## src/speed_profile_pkg.sv

```systemverilog
// constants for the speed-profile configuration register bank
`default_nettype none
package speed_profile_pkg;
   // register offsets (byte addresses on the internal register port)
   localparam logic [7:0]  duty_word_off      = 8'h98;
   localparam logic [7:0]  prof_four_off      = 8'h9a;
   localparam logic [7:0]  prof_five_off      = 8'h9c;
   localparam int          reg_count          = 3;
   localparam int          duty_idx           = 0;
   localparam int          four_idx           = 1;
   localparam int          five_idx           = 2;
   // implemented bits of each word; the rest are reserved
   localparam logic [31:0] duty_word_mask     = 32'h0000_07fe;
   localparam logic [31:0] prof_four_mask     = 32'h7fff_ffff;
   localparam logic [31:0] prof_five_mask     = 32'h7fff_ffc0;
   localparam logic [31:0] word_reset         = 32'h0000_0000;
   // field layout
   localparam int          speed_w            = 8;
   localparam int          hyst_w             = 2;
   localparam int          duty_clamp_lsb     = 3;
   localparam int          hyst_lsb           = 1;
   localparam int          off_speed_lsb      = 23;
   localparam int          clamp_speed_lsb    = 15;
   localparam int          bp_a_lsb           = 7;
   localparam int          bp_b_hi_lsb        = 0;
   localparam int          bp_b_hi_w          = 7;
   localparam int          bp_b_lo_bit        = 30;
   localparam int          bp_c_lsb           = 22;
   localparam int          bp_d_lsb           = 14;
   localparam int          bp_e_lsb           = 6;
   // hysteresis codes
   localparam logic [1:0]  hyst_none          = 2'h0;
   localparam logic [1:0]  hyst_half_pct      = 2'h1;
   localparam logic [1:0]  hyst_one_pct       = 2'h2;
   localparam logic [31:0] read_zero          = 32'h0000_0000;
endpackage : speed_profile_pkg
`default_nettype wire
```

## src/profile_word.sv

```systemverilog
// one 32-bit configuration word with reserved-bit masking and nv load
`timescale 1ns/100ps
`default_nettype none
module profile_word
   import speed_profile_pkg::*;
#(
   parameter logic [31:0] word_mask = 32'hffff_ffff
) (
   // clock and reset
   input  wire logic        ref_clk,
   input  wire logic        resetn,
   // software write
   input  wire logic        wr_en,
   input  wire logic [31:0] wr_data,
   // nonvolatile image load
   input  wire logic        nv_en,
   input  wire logic [31:0] nv_data,
   // stored word
   output logic      [31:0] word
);
   typedef struct packed {
      logic [31:0] word_r;
   } word_state_t;

   word_state_t st_r;
   word_state_t st_nxt;

   always_comb begin
      st_nxt = st_r;
      // nv image wins: it is applied even when a software write arrives in the same cycle
      if (nv_en) begin
         st_nxt.word_r = nv_data & word_mask;
      end else if (wr_en) begin
         st_nxt.word_r = wr_data & word_mask;
      end
   end

   always_ff @(posedge ref_clk or negedge resetn) begin
      if (!resetn) begin
         st_r.word_r <= word_reset;
      end else begin
         st_r <= st_nxt;
      end
   end

   assign word = st_r.word_r;
endmodule : profile_word
`default_nettype wire

```

## src/speed_profile_config_regs.sv

```systemverilog
// speed-profile configuration registers: duty clamp, speeds, breakpoints
`timescale 1ns/100ps
`default_nettype none
module speed_profile_config_regs
   import speed_profile_pkg::*;
(
   // clock and reset
   input  wire logic               ref_clk,
   input  wire logic               resetn,
   // register port from the serial interface engine
   input  wire logic [7:0]         reg_addr,
   input  wire logic               reg_wr,
   input  wire logic [31:0]        reg_wdata,
   input  wire logic               reg_rd,
   output logic      [31:0]        reg_rdata,
   output logic                    reg_rvalid,
   // nonvolatile image, applied on a one-cycle pulse
   input  wire logic               nv_load,
   input  wire logic [31:0]        nv_duty_word,
   input  wire logic [31:0]        nv_prof_four,
   input  wire logic [31:0]        nv_prof_five,
   output logic                    nv_loaded,
   // decoded settings for the control loop
   output logic [speed_w-1:0]      clamp_point_duty,
   output logic [hyst_w-1:0]       reference_duty_hysteresis,
   output logic [speed_w-1:0]      turn_off_speed,
   output logic [speed_w-1:0]      clamp_speed,
   output logic [speed_w-1:0]      speed_point_a,
   output logic [speed_w-1:0]      speed_point_b,
   output logic [speed_w-1:0]      speed_point_c,
   output logic [speed_w-1:0]      speed_point_d,
   output logic [speed_w-1:0]      speed_point_e
);
   typedef struct packed {
      logic [31:0] rdata_r;
      logic        rvalid_r;
      logic        loaded_r;
   } port_state_t;

   localparam logic [31:0] masks [reg_count] =
      '{duty_word_mask, prof_four_mask, prof_five_mask};
   localparam logic [7:0]  offs  [reg_count] =
      '{duty_word_off, prof_four_off, prof_five_off};

   port_state_t        st_r;
   port_state_t        st_nxt;
   logic [31:0]        words   [reg_count];
   logic [31:0]        nv_img  [reg_count];
   logic [reg_count-1:0] wr_sel;

   assign nv_img[duty_idx] = nv_duty_word;
   assign nv_img[four_idx] = nv_prof_four;
   assign nv_img[five_idx] = nv_prof_five;

   generate
      for (genvar i = 0; i < reg_count; i++) begin : g_word
         assign wr_sel[i] = reg_wr && (reg_addr == offs[i]);
         profile_word #(
            .word_mask (masks[i])
         ) u_word (
            .ref_clk   (ref_clk),
            .resetn    (resetn),
            .wr_en     (wr_sel[i]),
            .wr_data   (reg_wdata),
            .nv_en     (nv_load),
            .nv_data   (nv_img[i]),
            .word      (words[i])
         );
      end
   endgenerate

   always_comb begin
      st_nxt = st_r;
      st_nxt.rvalid_r = reg_rd;
      if (nv_load) begin
         st_nxt.loaded_r = 1'b1;
      end
      if (reg_rd) begin
         // unmapped offsets read as zero
         if (reg_addr == duty_word_off) begin
            st_nxt.rdata_r = words[duty_idx];
         end else if (reg_addr == prof_four_off) begin
            st_nxt.rdata_r = words[four_idx];
         end else if (reg_addr == prof_five_off) begin
            st_nxt.rdata_r = words[five_idx];
         end else begin
            st_nxt.rdata_r = read_zero;
         end
      end
   end

   always_ff @(posedge ref_clk or negedge resetn) begin
      if (!resetn) begin
         st_r.rdata_r  <= read_zero;
         st_r.rvalid_r <= 1'b0;
         st_r.loaded_r <= 1'b0;
      end else begin
         st_r <= st_nxt;
      end
   end

   assign reg_rdata  = st_r.rdata_r;
   assign reg_rvalid = st_r.rvalid_r;
   assign nv_loaded  = st_r.loaded_r;

   assign clamp_point_duty =
      words[duty_idx][duty_clamp_lsb +: speed_w];
   // hysteresis code; code 3h is passed through unchanged
   assign reference_duty_hysteresis = words[duty_idx][hyst_lsb +: hyst_w];
   assign turn_off_speed = words[four_idx][off_speed_lsb +: speed_w];
   assign clamp_speed    = words[four_idx][clamp_speed_lsb +: speed_w];
   assign speed_point_a  = words[four_idx][bp_a_lsb +: speed_w];
   // second breakpoint split across two words
   assign speed_point_b  = {words[four_idx][bp_b_hi_lsb +: bp_b_hi_w],
                            words[five_idx][bp_b_lo_bit]};
   assign speed_point_c  = words[five_idx][bp_c_lsb +: speed_w];
   assign speed_point_d  = words[five_idx][bp_d_lsb +: speed_w];
   assign speed_point_e  = words[five_idx][bp_e_lsb +: speed_w];
endmodule : speed_profile_config_regs
`default_nettype wire

```

## config.mk

```make
export PLATFORM = sky130hd
export DESIGN_NAME = speed_profile_config_regs
export DESIGN_NICKNAME = d
export VERILOG_FILES = /design/src/speed_profile_pkg.sv /design/src/profile_word.sv /design/src/speed_profile_config_regs.sv
export SDC_FILE = /design/constraint.sdc
export NUM_CORES = 1
export LEC_CHECK = 0
export ABC_AREA = 1
export BUFFER_PORTS_ARGS = -buffer_cell sky130_fd_sc_hd__buf_2
export CORE_MARGIN = 1
export CORE_UTILIZATION = 40
export CTS_BUF_LIST = sky130_fd_sc_hd__clkbuf_16
export CTS_CLUSTER_SIZE = 12
export DETAILED_ROUTE_END_ITERATION = 7
export PLACE_DENSITY = 0.69
export SYNTH_ARGS = -nofsm -noshare
export SYNTH_HDL_FRONTEND = slang
export SYNTH_SLANG_ARGS = --single-unit
export TNS_END_PERCENT = 10
```

## constraint.sdc

```tcl
create_clock -name ref_clk -period 1.09 [get_ports ref_clk]
set_input_delay 0.218 -clock ref_clk [delete_from_list [all_inputs] [get_ports ref_clk]]
set_output_delay 0.218 -clock ref_clk [all_outputs]
set_load 0.005 [all_outputs]
```

Word-level counts from Yosys, hierarchy flattened --
Index checks and enable logic that the tools add are counted.
Storage, ports and cells: register bits after elaboration 130, logic and storage cells 24
Operators by class: equality and inequality tests 3, mux-type cells 9, reductions and logical operators 6
Operators by type and width (count):
- $mux 32 | 9
- $eq 8x8->1 const B | 3
- $reduce_bool 2->1 | 3
- $logic_and 1x1->1 | 3

Logic depth before layout (Yosys ltp) --
Gate-level depths: netlist of run 1.
depth after elaboration 4, depth in mapped cells 9, gate-level depth less buffers 8

Modules after synthesis --
A second synthesis of run 1 with hierarchy kept.
Second synthesis, totals: cells, all modules 769, area total of the unflattened synthesis 5821.8 um^2
Modules (own cells, without submodules):
- speed_profile_config_regs | times used 1, cells each 375, area each 2432.3 um^2, seq. area each 850.8 um^2
- profile_word (g_word[1].u_word) | times used 1, cells each 172, area each 1527.7 um^2, seq. area each 775.7 um^2
- profile_word (g_word[2].u_word) | times used 1, cells each 145, area each 1229.9 um^2, seq. area each 625.6 um^2
- profile_word (g_word[0].u_word) | times used 1, cells each 77, area each 631.9 um^2, seq. area each 250.2 um^2

Least setup slack after synthesis of run 1 --
Ideal clock, no wire load.
kind in2reg, start in reg_addr[0], end reg g_word[2].u_word.st_r (netlist bit g_word[2].u_word.word[20]), library setup time 117 ps, data arrival time 1059 ps, required time 973 ps, slack -86 ps, cell stages on the path 7, path buffers 1, path through inv_1 -> nand2_1 -> nor2_4 -> nand3_4 -> nand2_8 -> buf_6 -> o21ai_2
On the way: longest elaborated chain between the ends 3
Ends and longest elaborated chain:
- start: declaration | RTL line speed_profile_config_regs.sv:11 | input wire logic [7:0] reg_addr,
- $eq 8x8->1 | RTL line speed_profile_config_regs.sv:57 | assign wr_sel[i] = reg_wr && (reg_addr == offs[i]);
- $logic_and 1x1->1 | RTL line speed_profile_config_regs.sv:57
- $reduce_bool 2->1 (no source line)
- end signal: assignment | RTL line profile_word.sv:42 | st_r <= st_nxt;
- end: declaration | RTL line profile_word.sv:25 | word_state_t st_r;
No other way between the ends. A chain may end at the register's enable or synchronous reset.

Worst setup path after layout of run 1 --
start reg g_word[2].u_word.st_r (netlist bit g_word[2].u_word.word[30]), end out speed_point_b[0]
RTL lines:
- end: declaration | RTL line speed_profile_config_regs.sv:29 | output logic [speed_w-1:0] speed_point_b,
No word-level cell between the ends.

==> results.json, run 1 <==
{
  "grt_first_pass_wirelength_microns": 23900,
  "grt_setup_unrepaired": "true",
  "final-seq-area_sq_um": 2480,
  "cap_viol_max_count": 0,
  "postLayoutCellArea_sq_um": 7080,
  "finalHoldViolCount": 0,
  "num-fill-cells": 1241,
  "leakage_nw": 4.17,
  "setup.worst_path.end_class": "output pin",
  "die-height_microns": 116,
  "final_min_period_over_clock_period": 1.02,
  "grt_remaining_overflow": 0,
  "worst_path_dominant_cell_family": "flip-flops",
  "post_syn_area_per_cell_sq_um": 7.38,
  "portBuffers": 208,
  "drt-wirelength-per-cell_microns": 13.9,
  "cts_made_buffers": 9,
  "worstSetupPathType": "register to output pin",
  "synthArstFlopShare": 1.00,
  "cts.sinks": 99,
  "firstDrtPassIters": 4,
  "cpPeakStageDelay_ns": 0.42,
  "postSynthRegisterBits": 99,
  "detailed_place.area_sq_um": 6700,
  "layout.cells.non_filler": 1100,
  "tritoncts_clock_tree": "done",
  "area_taken_by_multi_input_logic_gates_sq_um": 2300,
  "power.total_mw": 9.05,
  "count_of_buffer_and_inverter_cells_on_the_critical_path": 1,
  "syn-num-nets": 842,
  "hold_path_class": "input pin to register",
  "ir_drop_mv": 0.787,
  "status": "finished with violations",
  "final_core_utilization": 0.561,
  "gp_congestion": 0.788,
  "grt_pass1_vias": 4786,
  "critPathMaxFanout": 2,
  "worst_skew_pair.late_latency_ns": 0.33,
  "yosys_warnings": 0,
  "crit-reg2reg-capture": "reg_rdata[30]",
  "clk_pin_slew_worst_paths_ns": 0.07,
  "per_cell_via_count_in_the_routed_design": 4.73,
  "worstPathRequired_ns": 0.87,
  "vias": 5206,
  "crit_slowest_cell": "dfrtp_1",
  "setup-violations-final": 10,
  "clock_tree.root_cell": "clkbuf_16",
  "antenna_found_initial": 0,
  "design.die.area_sq_um": 13400,
  "antenna_cells": 0,
  "yosys.cell_types.count": 27,
  "reg2reg_depth": 5,
  "initial_utilization": 0.410,
  "area_growth_from_synthesis_to_layout_pct": 36.9,
  "placed_cells_incl_taps": 1079,
  "cts_buffer_depth": 2,
  "drt_first_iter_violations": 363,
  "grt_start_max_net_pins": 40,
  "row_count": 41,
  "postRouteWirelength_microns": 15300,
  "finalMaxSlewViolations": 0,
  "synth_seq_area_share": 0.479,
  "htreeDepth": 3,
  "dominantRegCellSynth": "dfrtp_1",
  "finish.net_count": 1065,
  "pre_cts_slack_ns": -0.337,
  "critPathLaunch": "g_word[2].u_word.word[30]",
  "worstSetupEndpoint": "speed_point_b[0]",
  "total_track_usage": 0.234,
  "cell_breakdown_of_the_critical_path": "buf_2",
  "number_of_flops_mapped_to_enable_cells_by_yosys": 0,
  "ioPinCount": 241,
  "drc": 0,
  "post_route_cells_drive_above_1_share": 0.324,
  "rrSetupSlack_ns": 0.15,
  "regToRegStartpoint": "g_word[2].u_word.word[30]",
  "maxClockFrequency_mhz": 898,
  "violations": "negative setup slack",
  "netlist_area_sq_um": 5170,
  "worstSetupPathDepth": 1,
  "finalCriticalPeriod_ns": 1.11,
  "critical_path_at_ns": 0.90,
  "cellPowerDensity_nw_per_um2": 1280,
  "postRouteAntennaNets": 0,
  "floorplan.die.width_microns": 116,
  "final_critical_path_setup_slack_ns": -0.0232,
  "core_region_area_sq_um": 12600,
  "fin_skew_ns": 0.00778,
  "hpwlAfterDp_microns": 11400,
  "post_synth_inst_count": 701,
  "startpoint_type": "register"
}
## state kept, by name, summed over array words and instances (netlist names)
name,flops
reg_rvalid,1
g_word.u_word.word,66
reg_rdata,31
nv_loaded,1
## Yosys cell counts (2+ instances only)
cell / count / share of area
nand2_4: 2 / 0.0044
nand3_1: 80 / 0.077
o21ai_2: 15 / 0.025
buf_1: 3 / 0.0022
nand2_2: 4 / 0.0048
nand2_1: 366 / 0.27
clkbuf_1: 8 / 0.0058
dfrtp_1: 99 / 0.48
buf_8: 2 / 0.0058
inv_1: 41 / 0.030
buf_4: 3 / 0.0044
o21ai_1: 2 / 0.0019
o21ai_0: 38 / 0.037
nand3_2: 2 / 0.0039
buf_6: 4 / 0.0087
buf_2: 20 / 0.019
nor2_2: 2 / 0.0024
## layout make-up
type / instances / share of cell area
Sequential cell: 99 / 0.350
Multi-Input combinational cell: 519 / 0.325
Timing Repair Buffer: 253 / 0.226
Clock buffer: 9 / 0.0318
Tap cell: 172 / 0.0304
Inverter: 42 / 0.0254
Clock inverter: 6 / 0.0115
## where the power goes
group | internal, mW | total, mW | switching, mW | leakage (nW)
clock network | 1.99 | 3.31 | 1.32 | 0.155
logic | 0.723 | 1.61 | 0.889 | 2.75
registers | 3.94 | 4.12 | 0.184 | 1.27
## per-stage QoR
step                      setup TNS [ns]  hold WS [ns]
after detailed placement          -23.89         0.240
after floorplan                   -0.705       -0.0776
after global routing               -1.59         0.185
after global placement            -21.02         0.247
after CTS                         -0.380         0.168
final                            -0.0659         0.173
## worst min-delay path by stage
stage / slack [ns] / depth (start not counted) / endpoint / start
6_report: 0.17 / 5 / g_word[1].u_word.word[22] / nv_prof_four[22]
5_1_grt: 0.19 / 5 / g_word[1].u_word.word[15] / nv_prof_four[15]
4_1_cts: 0.17 / 5 / g_word[1].u_word.word[22] / nv_prof_four[22]
3_5_place_dp: 0.24 / 2 / g_word[1].u_word.word[18] / resetn
3_3_place_gp: 0.25 / 2 / g_word[1].u_word.word[18] / resetn
2_1_floorplan: -0.08 / 0 / g_word[0].u_word.word[10] / resetn
## placed cells by master (no fill, tap or decap), drive strengths merged
cell type | Yosys | layout
o31ai | 1 | 1
bufinv | 0 | 2
dfrtp | 99 | 99
inv | 42 | 44
o21ai | 55 | 55
clkinv | 0 | 2
or2 | 1 | 1
nand3b | 1 | 1
conb | 1 | 1
dlygate4sd3 | 0 | 1
clkbuf | 8 | 9
nand2 | 373 | 373
nor2 | 4 | 4
nand3 | 83 | 83
buf | 33 | 252
## tightest hold or removal path, stage by stage
cell     delay [ns]
buf_2          0.07
nand2_1        0.04
nand2_1        0.06
nand2_1        0.05
nand2_1        0.04
## kinds of logic after synthesis
group	after synthesis	synth area share
simple gates	462	0.374
flops	99	0.479
buf+inv	83	0.0805
compound gates	56	0.0655
other cells	1	0.000725
## per-layer routing
| metal | GRT usage | vias to the layer above | share of wire |
|---|---|---|---|
| li1 | - | 2628 | - |
| met1 | 0.304 | 2391 | 0.43 |
| met2 | 0.408 | 167 | 0.49 |
| met3 | 0.0272 | 20 | 0.057 |
| met4 | 0.0718 | 0 | 0.018 |
| met5 | 0 | - | 0 |
## what timing repair did
action                                 4_1_cts  5_1_grt
hold buffers                                 1        0
setup endpoints to repair                   36      111
gates resized for setup                      0        3
buffers inserted                             3        2
pin swaps                                    0        1
endpoints found under the hold margin       99        0
Note: power is estimated with default switching activity, not from simulation.
==> inputs of run 2 (changes only) <==
ABC_AREA = default   (was 1)
==> results.json, run 2 <==
{
  "synth_top_cell_area_share": 0.459,
  "drt-wirelength-per-cell_microns": 18.1,
  "critPathLaunch": "g_word[1].u_word.word[23]",
  "cap_viol_max_count": 0,
  "postRouteWirelength_microns": 17500,
  "drc": 0,
  "count_of_buffer_and_inverter_cells_on_the_critical_path": 1,
  "power.total_mw": 8.90,
  "critPathMaxFanout": 3,
  "post_route_cells_drive_above_1_share": 0.414,
  "num-fill-cells": 1168,
  "critical_path_at_ns": 0.91,
  "final_min_period_over_clock_period": 1.04,
  "per_cell_via_count_in_the_routed_design": 5.62,
  "hpwlAfterDp_microns": 12600,
  "cts_buffer_depth": 2,
  "postLayoutCellArea_sq_um": 7400,
  "leakage_nw": 3.61,
  "worstHoldStart": "reg_rd",
  "grt_remaining_overflow": 0,
  "finalHoldViolCount": 0,
  "drt_first_iter_violations": 462,
  "grt_pass1_vias": 5107,
  "htreeDepth": 3,
  "cellInternalPower_mw": 6.46,
  "core_region_area_sq_um": 13200,
  "finalCriticalPeriod_ns": 1.13,
  "power.switching_mw": 2.44,
  "detailed_place.area_sq_um": 6930,
  "leading_cell_type_in_the_layout_fill_and_taps_excluded": "buf_2",
  "area_taken_by_multi_input_logic_gates_sq_um": 2370,
  "dominantRegCellSynth": "dfrtp_1",
  "finish.net_count": 928,
  "synth_area_leaders": "dfrtp_1 (46%), nand4_1 (7.6%), nand2_1 (6.4%)",
  "maxClockFrequency_mhz": 885,
  "firstDrtPassIters": 6,
  "worst_skew_pair.late_latency_ns": 0.35,
  "yosys_warnings": 0,
  "setup.worst_path.end_class": "output pin",
  "number_of_flops_mapped_to_enable_cells_by_yosys": 0,
  "antenna_cells": 0,
  "cell_breakdown_of_the_critical_path": "buf_2",
  "setup_tns_ns": -1.20,
  "synthArstFlopShare": 1.00,
  "status": "finished with violations",
  "crit_slowest_cell": "dfrtp_1",
  "syn-num-nets": 698,
  "postSynthRegisterBits": 99,
  "ir_drop_mv": 0.852,
  "post_synth_inst_count": 557,
  "worst_path_dominant_cell_family": "flip-flops",
  "violations": "negative setup slack",
  "finalMaxSlewViolations": 0,
  "grt_setup_unrepaired": "true",
  "die-height_microns": 118,
  "grt_first_pass_wirelength_microns": 27300,
  "hold_path_class": "input pin to register",
  "pwr-share-seq": 0.461,
  "startpoint_type": "register",
  "synth.largest_area_cell": "dfrtp_1",
  "ioPinCount": 241,
  "vias": 5444,
  "clk_pin_slew_worst_paths_ns": 0.07,
  "design.die.area_sq_um": 14000,
  "initial_utilization": 0.409,
  "largest_register_ff_count": 66,
  "final-seq-area_sq_um": 2480,
  "cellPowerDensity_nw_per_um2": 1200,
  "fin_skew_ns": 0.00493,
  "grt_start_max_net_pins": 38,
  "final_cell_mix": "buf_2 (206), dfrtp_1 (99), nand2_1 (92), inv_1 (66), nand4_1 (66)",
  "yosys.cell_count.top_type": "dfrtp_1",
  "clock_tree.root_cell": "clkbuf_16",
  "portBuffers": 208,
  "cpPeakStageDelay_ns": 0.42,
  "post_syn_area_per_cell_sq_um": 9.69,
  "synthTopCellsByCount": "dfrtp_1 (99), nand2_1 (92), inv_1 (67)",
  "floorplan.die.width_microns": 118,
  "power.switching_fraction": 0.274,
  "p_comb_frac": 0.188,
  "netlist_area_sq_um": 5400,
  "final_critical_path_setup_slack_ns": -0.0400,
  "tritoncts_clock_tree": "done",
  "synth_seq_area_share": 0.459,
  "cts_made_buffers": 9,
  "worstPathRequired_ns": 0.87,
  "regToRegStartpoint": "g_word[2].u_word.word[6]",
  "area_growth_from_synthesis_to_layout_pct": 37.1,
  "antenna_found_initial": 1,
  "power.share.clock": 0.351,
  "gp_congestion": 0.902,
  "total_track_usage": 0.252,
  "cts.sinks": 99,
  "yosys.cell_types.count": 33,
  "setup-violations-final": 70,
  "worstSetupPathType": "register to output pin",
  "row_count": 42,
  "postRouteAntennaNets": 0,
  "post_route_worst_hold_slack_ns": 0.0234
}
run 2: what timing repair did:
action / in CTS / in global routing
endpoints found under the setup margin: 82 / 105
gates resized for setup: 1 / 9
buffers inserted: 8 / 9
hold endpoints to repair: 12 / 0
pin swaps: 0 / 1
hold buffers: 1 / 0
run 2: power groups by stage:
stage	clock network [mW]	logic [mW]	registers (mW)
global route	3.32	1.82	4.13
finish	3.13	1.67	4.10
detailed placement	0	1.55	4.18
CTS	3.18	1.61	4.10
floorplan	0	0.725	4.15
global placement	0	1.52	4.17
run 2: path summary, 6_finish.rpt:
path	end	slack, ns	depth (start not counted)
worst min register to register	reg_rdata[30]	0.48	2
worst min-delay path	reg_rvalid	0.02	1
max in group asynchronous	reg_rdata[21]	0.34	3
worst max register to register	reg_rdata[6]	0.04	4
min in group asynchronous	reg_rdata[27]	0.28	2
worst max-delay path	turn_off_speed[0]	-0.04	1
run 2: through the flow:
| stage | setup slack, ns | utilization | cells |
|---|---|---|---|
| floorplan | -0.156 | - | 557 |
| global placement | -0.311 | 0.526 | 934 |
| detailed placement | -0.417 | 0.526 | 934 |
| CTS | -0.0446 | 0.553 | 959 |
| global route | -0.0701 | 0.561 | 968 |
| finish | -0.0400 | 0.561 | 968 |
run 2: per-layer routing:
layer	track usage	routed length, microns	vias up
li1	-	-	2502
met1	0.338	7460	2627
met2	0.404	8370	282
met3	0.0454	1330	31
met4	0.0970	312	2
met5	0	10	-
run 2: layout make-up:
cell class / count / area share
Clock inverter: 7 / 0.00795
Multi-Input combinational cell: 329 / 0.321
Timing Repair Buffer: 281 / 0.242
Clock buffer: 9 / 0.0304
Inverter: 67 / 0.0340
Sequential cell: 99 / 0.335
Tap cell: 176 / 0.0298
run 2: kinds of logic after synthesis:
group / after synthesis / share of synthesized area
flops: 99 / 0.459
other cells: 1 / 0.000695
mux: 10 / 0.0185
buf+inv: 129 / 0.109
simple gates: 196 / 0.190
compound gates: 122 / 0.222
==> inputs of run 3 (changes only) <==
==> constraint.sdc (replaced) <==
create_clock -name ref_clk -period 1.09 [get_ports ref_clk]
set_input_delay 0.0545 -clock ref_clk [delete_from_list [all_inputs] [get_ports ref_clk]]
set_output_delay 0.0545 -clock ref_clk [all_outputs]
set_load 0.005 [all_outputs]
==> results.json, run 3 (synthesis gave the netlist of run 2 again) <==
{
  "floorplan.die.width_microns": 118,
  "layout.cells.non_filler": 1018,
  "postRouteAntennaNets": 0,
  "slew_headroom": 0.576,
  "placed_cells_incl_taps": 925,
  "pwr-share-seq": 0.446,
  "setup-violations-final": 0,
  "largest_register_ff_count": 66,
  "power.share.clock": 0.366,
  "final-seq-area_sq_um": 2480,
  "tritoncts_clock_tree": "done",
  "finish.net_count": 977,
  "setup_tns_ns": 0,
  "fin_skew_ns": 0.00228,
  "core_region_area_sq_um": 13200,
  "cts.sinks": 99,
  "postRouteWirelength_microns": 18100,
  "worst_path_dominant_cell_family": "flip-flops",
  "drt_first_iter_violations": 616,
  "postLayoutCellArea_sq_um": 7910,
  "power.total_mw": 9.22,
  "power.switching_fraction": 0.265,
  "area_taken_by_multi_input_logic_gates_sq_um": 2340,
  "cellPowerDensity_nw_per_um2": 1170,
  "finalMaxSlewViolations": 0,
  "leakage_nw": 3.77,
  "grt_first_pass_wirelength_microns": 29100,
  "grt_start_max_net_pins": 47,
  "finalHoldViolCount": 0,
  "design.die.area_sq_um": 14000,
  "crit_slowest_cell": "dfrtp_1",
  "firstDrtPassIters": 5,
  "hpwlAfterDp_microns": 12300,
  "gp_congestion": 0.818,
  "clk_pin_slew_worst_paths_ns": 0.07,
  "clock_tree.root_cell": "clkbuf_16",
  "critical_path_at_ns": 1.23,
  "grt_remaining_overflow": 0,
  "final_min_period_over_clock_period": 0.928,
  "power.switching_mw": 2.45,
  "portBuffers": 208,
  "cell_breakdown_of_the_critical_path": "mux2i_1 -> o41ai_1",
  "htreeDepth": 3,
  "num-fill-cells": 1103,
  "vias": 5619,
  "setup.worst_path.end_class": "register",
  "count_of_buffer_and_inverter_cells_on_the_critical_path": 0,
  "row_count": 42,
  "startpoint_type": "register",
  "die-height_microns": 118,
  "cts_made_buffers": 9,
  "grt_setup_unrepaired": "false",
  "final_critical_path_setup_slack_ns": 0.0789,
  "maxClockFrequency_mhz": 989,
  "area_growth_from_synthesis_to_layout_pct": 46.5,
  "per_cell_via_count_in_the_routed_design": 5.52,
  "drt-wirelength-per-cell_microns": 17.7,
  "ioPinCount": 241,
  "pre_cts_slack_ns": -0.197,
  "cpPeakStageDelay_ns": 0.40,
  "cts_setup_buffers": 0,
  "worst_skew_pair.late_latency_ns": 0.35,
  "status": "completed",
  "post_route_cells_drive_above_1_share": 0.354,
  "cts_buffer_depth": 2,
  "tightest_slew_ns": 0.634,
  "critPathMaxFanout": 3,
  "antenna_found_initial": 1,
  "ir_drop_mv": 0.641,
  "drc": 0,
  "cap_viol_max_count": 0,
  "leading_cell_type_in_the_layout_fill_and_taps_excluded": "buf_2",
  "total_track_usage": 0.265,
  "finalCriticalPeriod_ns": 1.01,
  "initial_utilization": 0.409,
  "grt_pass1_vias": 5566,
  "worstSetupPathType": "register to register",
  "p_comb_frac": 0.188,
  "hold_path_class": "input pin to async pin",
  "cellInternalPower_mw": 6.78,
  "final_cell_mix": "buf_2 (206), dfrtp_1 (99), nand2_1 (92), dlygate4sd3_1 (76)",
  "ctsResizeCount": 0,
  "post_route_worst_hold_slack_ns": 0.128,
  "final_core_utilization": 0.600,
  "worstPathRequired_ns": 1.31,
  "detailed_place.area_sq_um": 6840
}
[run 3: changes by cell type in the layout (fill, tap and decap cells not counted), moves of 2 or more]
| cell | delta |
|---|---|
| o311ai_0 | +2 |
| o41ai_1 | +4 |
| o41ai_2 | -4 |
| o311ai_1 | -2 |
| buf_6 | -2 |
| buf_4 | -22 |
| buf_12 | -2 |
| dlygate4sd3_1 | +75 |
[run 3: power groups by stage]
stage,Clock (mW),Sequential [mW],Combinational (mW)
after global placement,0,4.17,1.48
after global routing,3.54,4.14,1.90
final,3.37,4.11,1.74
after detailed placement,0,4.18,1.51
after floorplan,0,4.15,0.725
after CTS,3.42,4.11,1.73
[run 3: path summary, 6_finish.rpt]
path / to / slack (ns) / start / cells after the start
worst max-delay path: reg_rdata[5] / 0.08 / g_word[0].u_word.word[5] / 2
worst min-delay path: reg_rdata[26] / 0.13 / resetn / 2
worst max register to register: reg_rdata[5] / 0.08 / g_word[0].u_word.word[5] / 2
worst min register to register: nv_loaded / 0.47 / nv_loaded / 1
max in group asynchronous: g_word[2].u_word.word[14] / 0.43 / resetn / 3
min in group ref_clk: g_word[2].u_word.word[18] / 0.13 / reg_wdata[18] / 4
[run 3: cell type report]
type	count	share of cell area
antenna	1	0.000316
clock buffer	9	0.0285
clock inverter	7	0.0104
inverter	67	0.0318
multi-input combinational	329	0.295
sequential	99	0.313
tap	176	0.0278
timing repair buffer	330	0.293
[run 3: per-layer routing]
metal / routed length, microns / GRT usage / share of wire / vias to the layer above
li1: - / - / - / 2593
met1: 7500 / 0.352 / 0.42 / 2686
met2: 8690 / 0.422 / 0.48 / 298
met3: 1330 / 0.0449 / 0.074 / 42
met4: 538 / 0.126 / 0.030 / 0
met5: 0 / 0 / 0 / -
[run 3: timing repair]
item,4_1_cts,5_1_grt
hold buffers,76,0
endpoints found under the hold margin,166,0
endpoints found under the setup margin,0,0
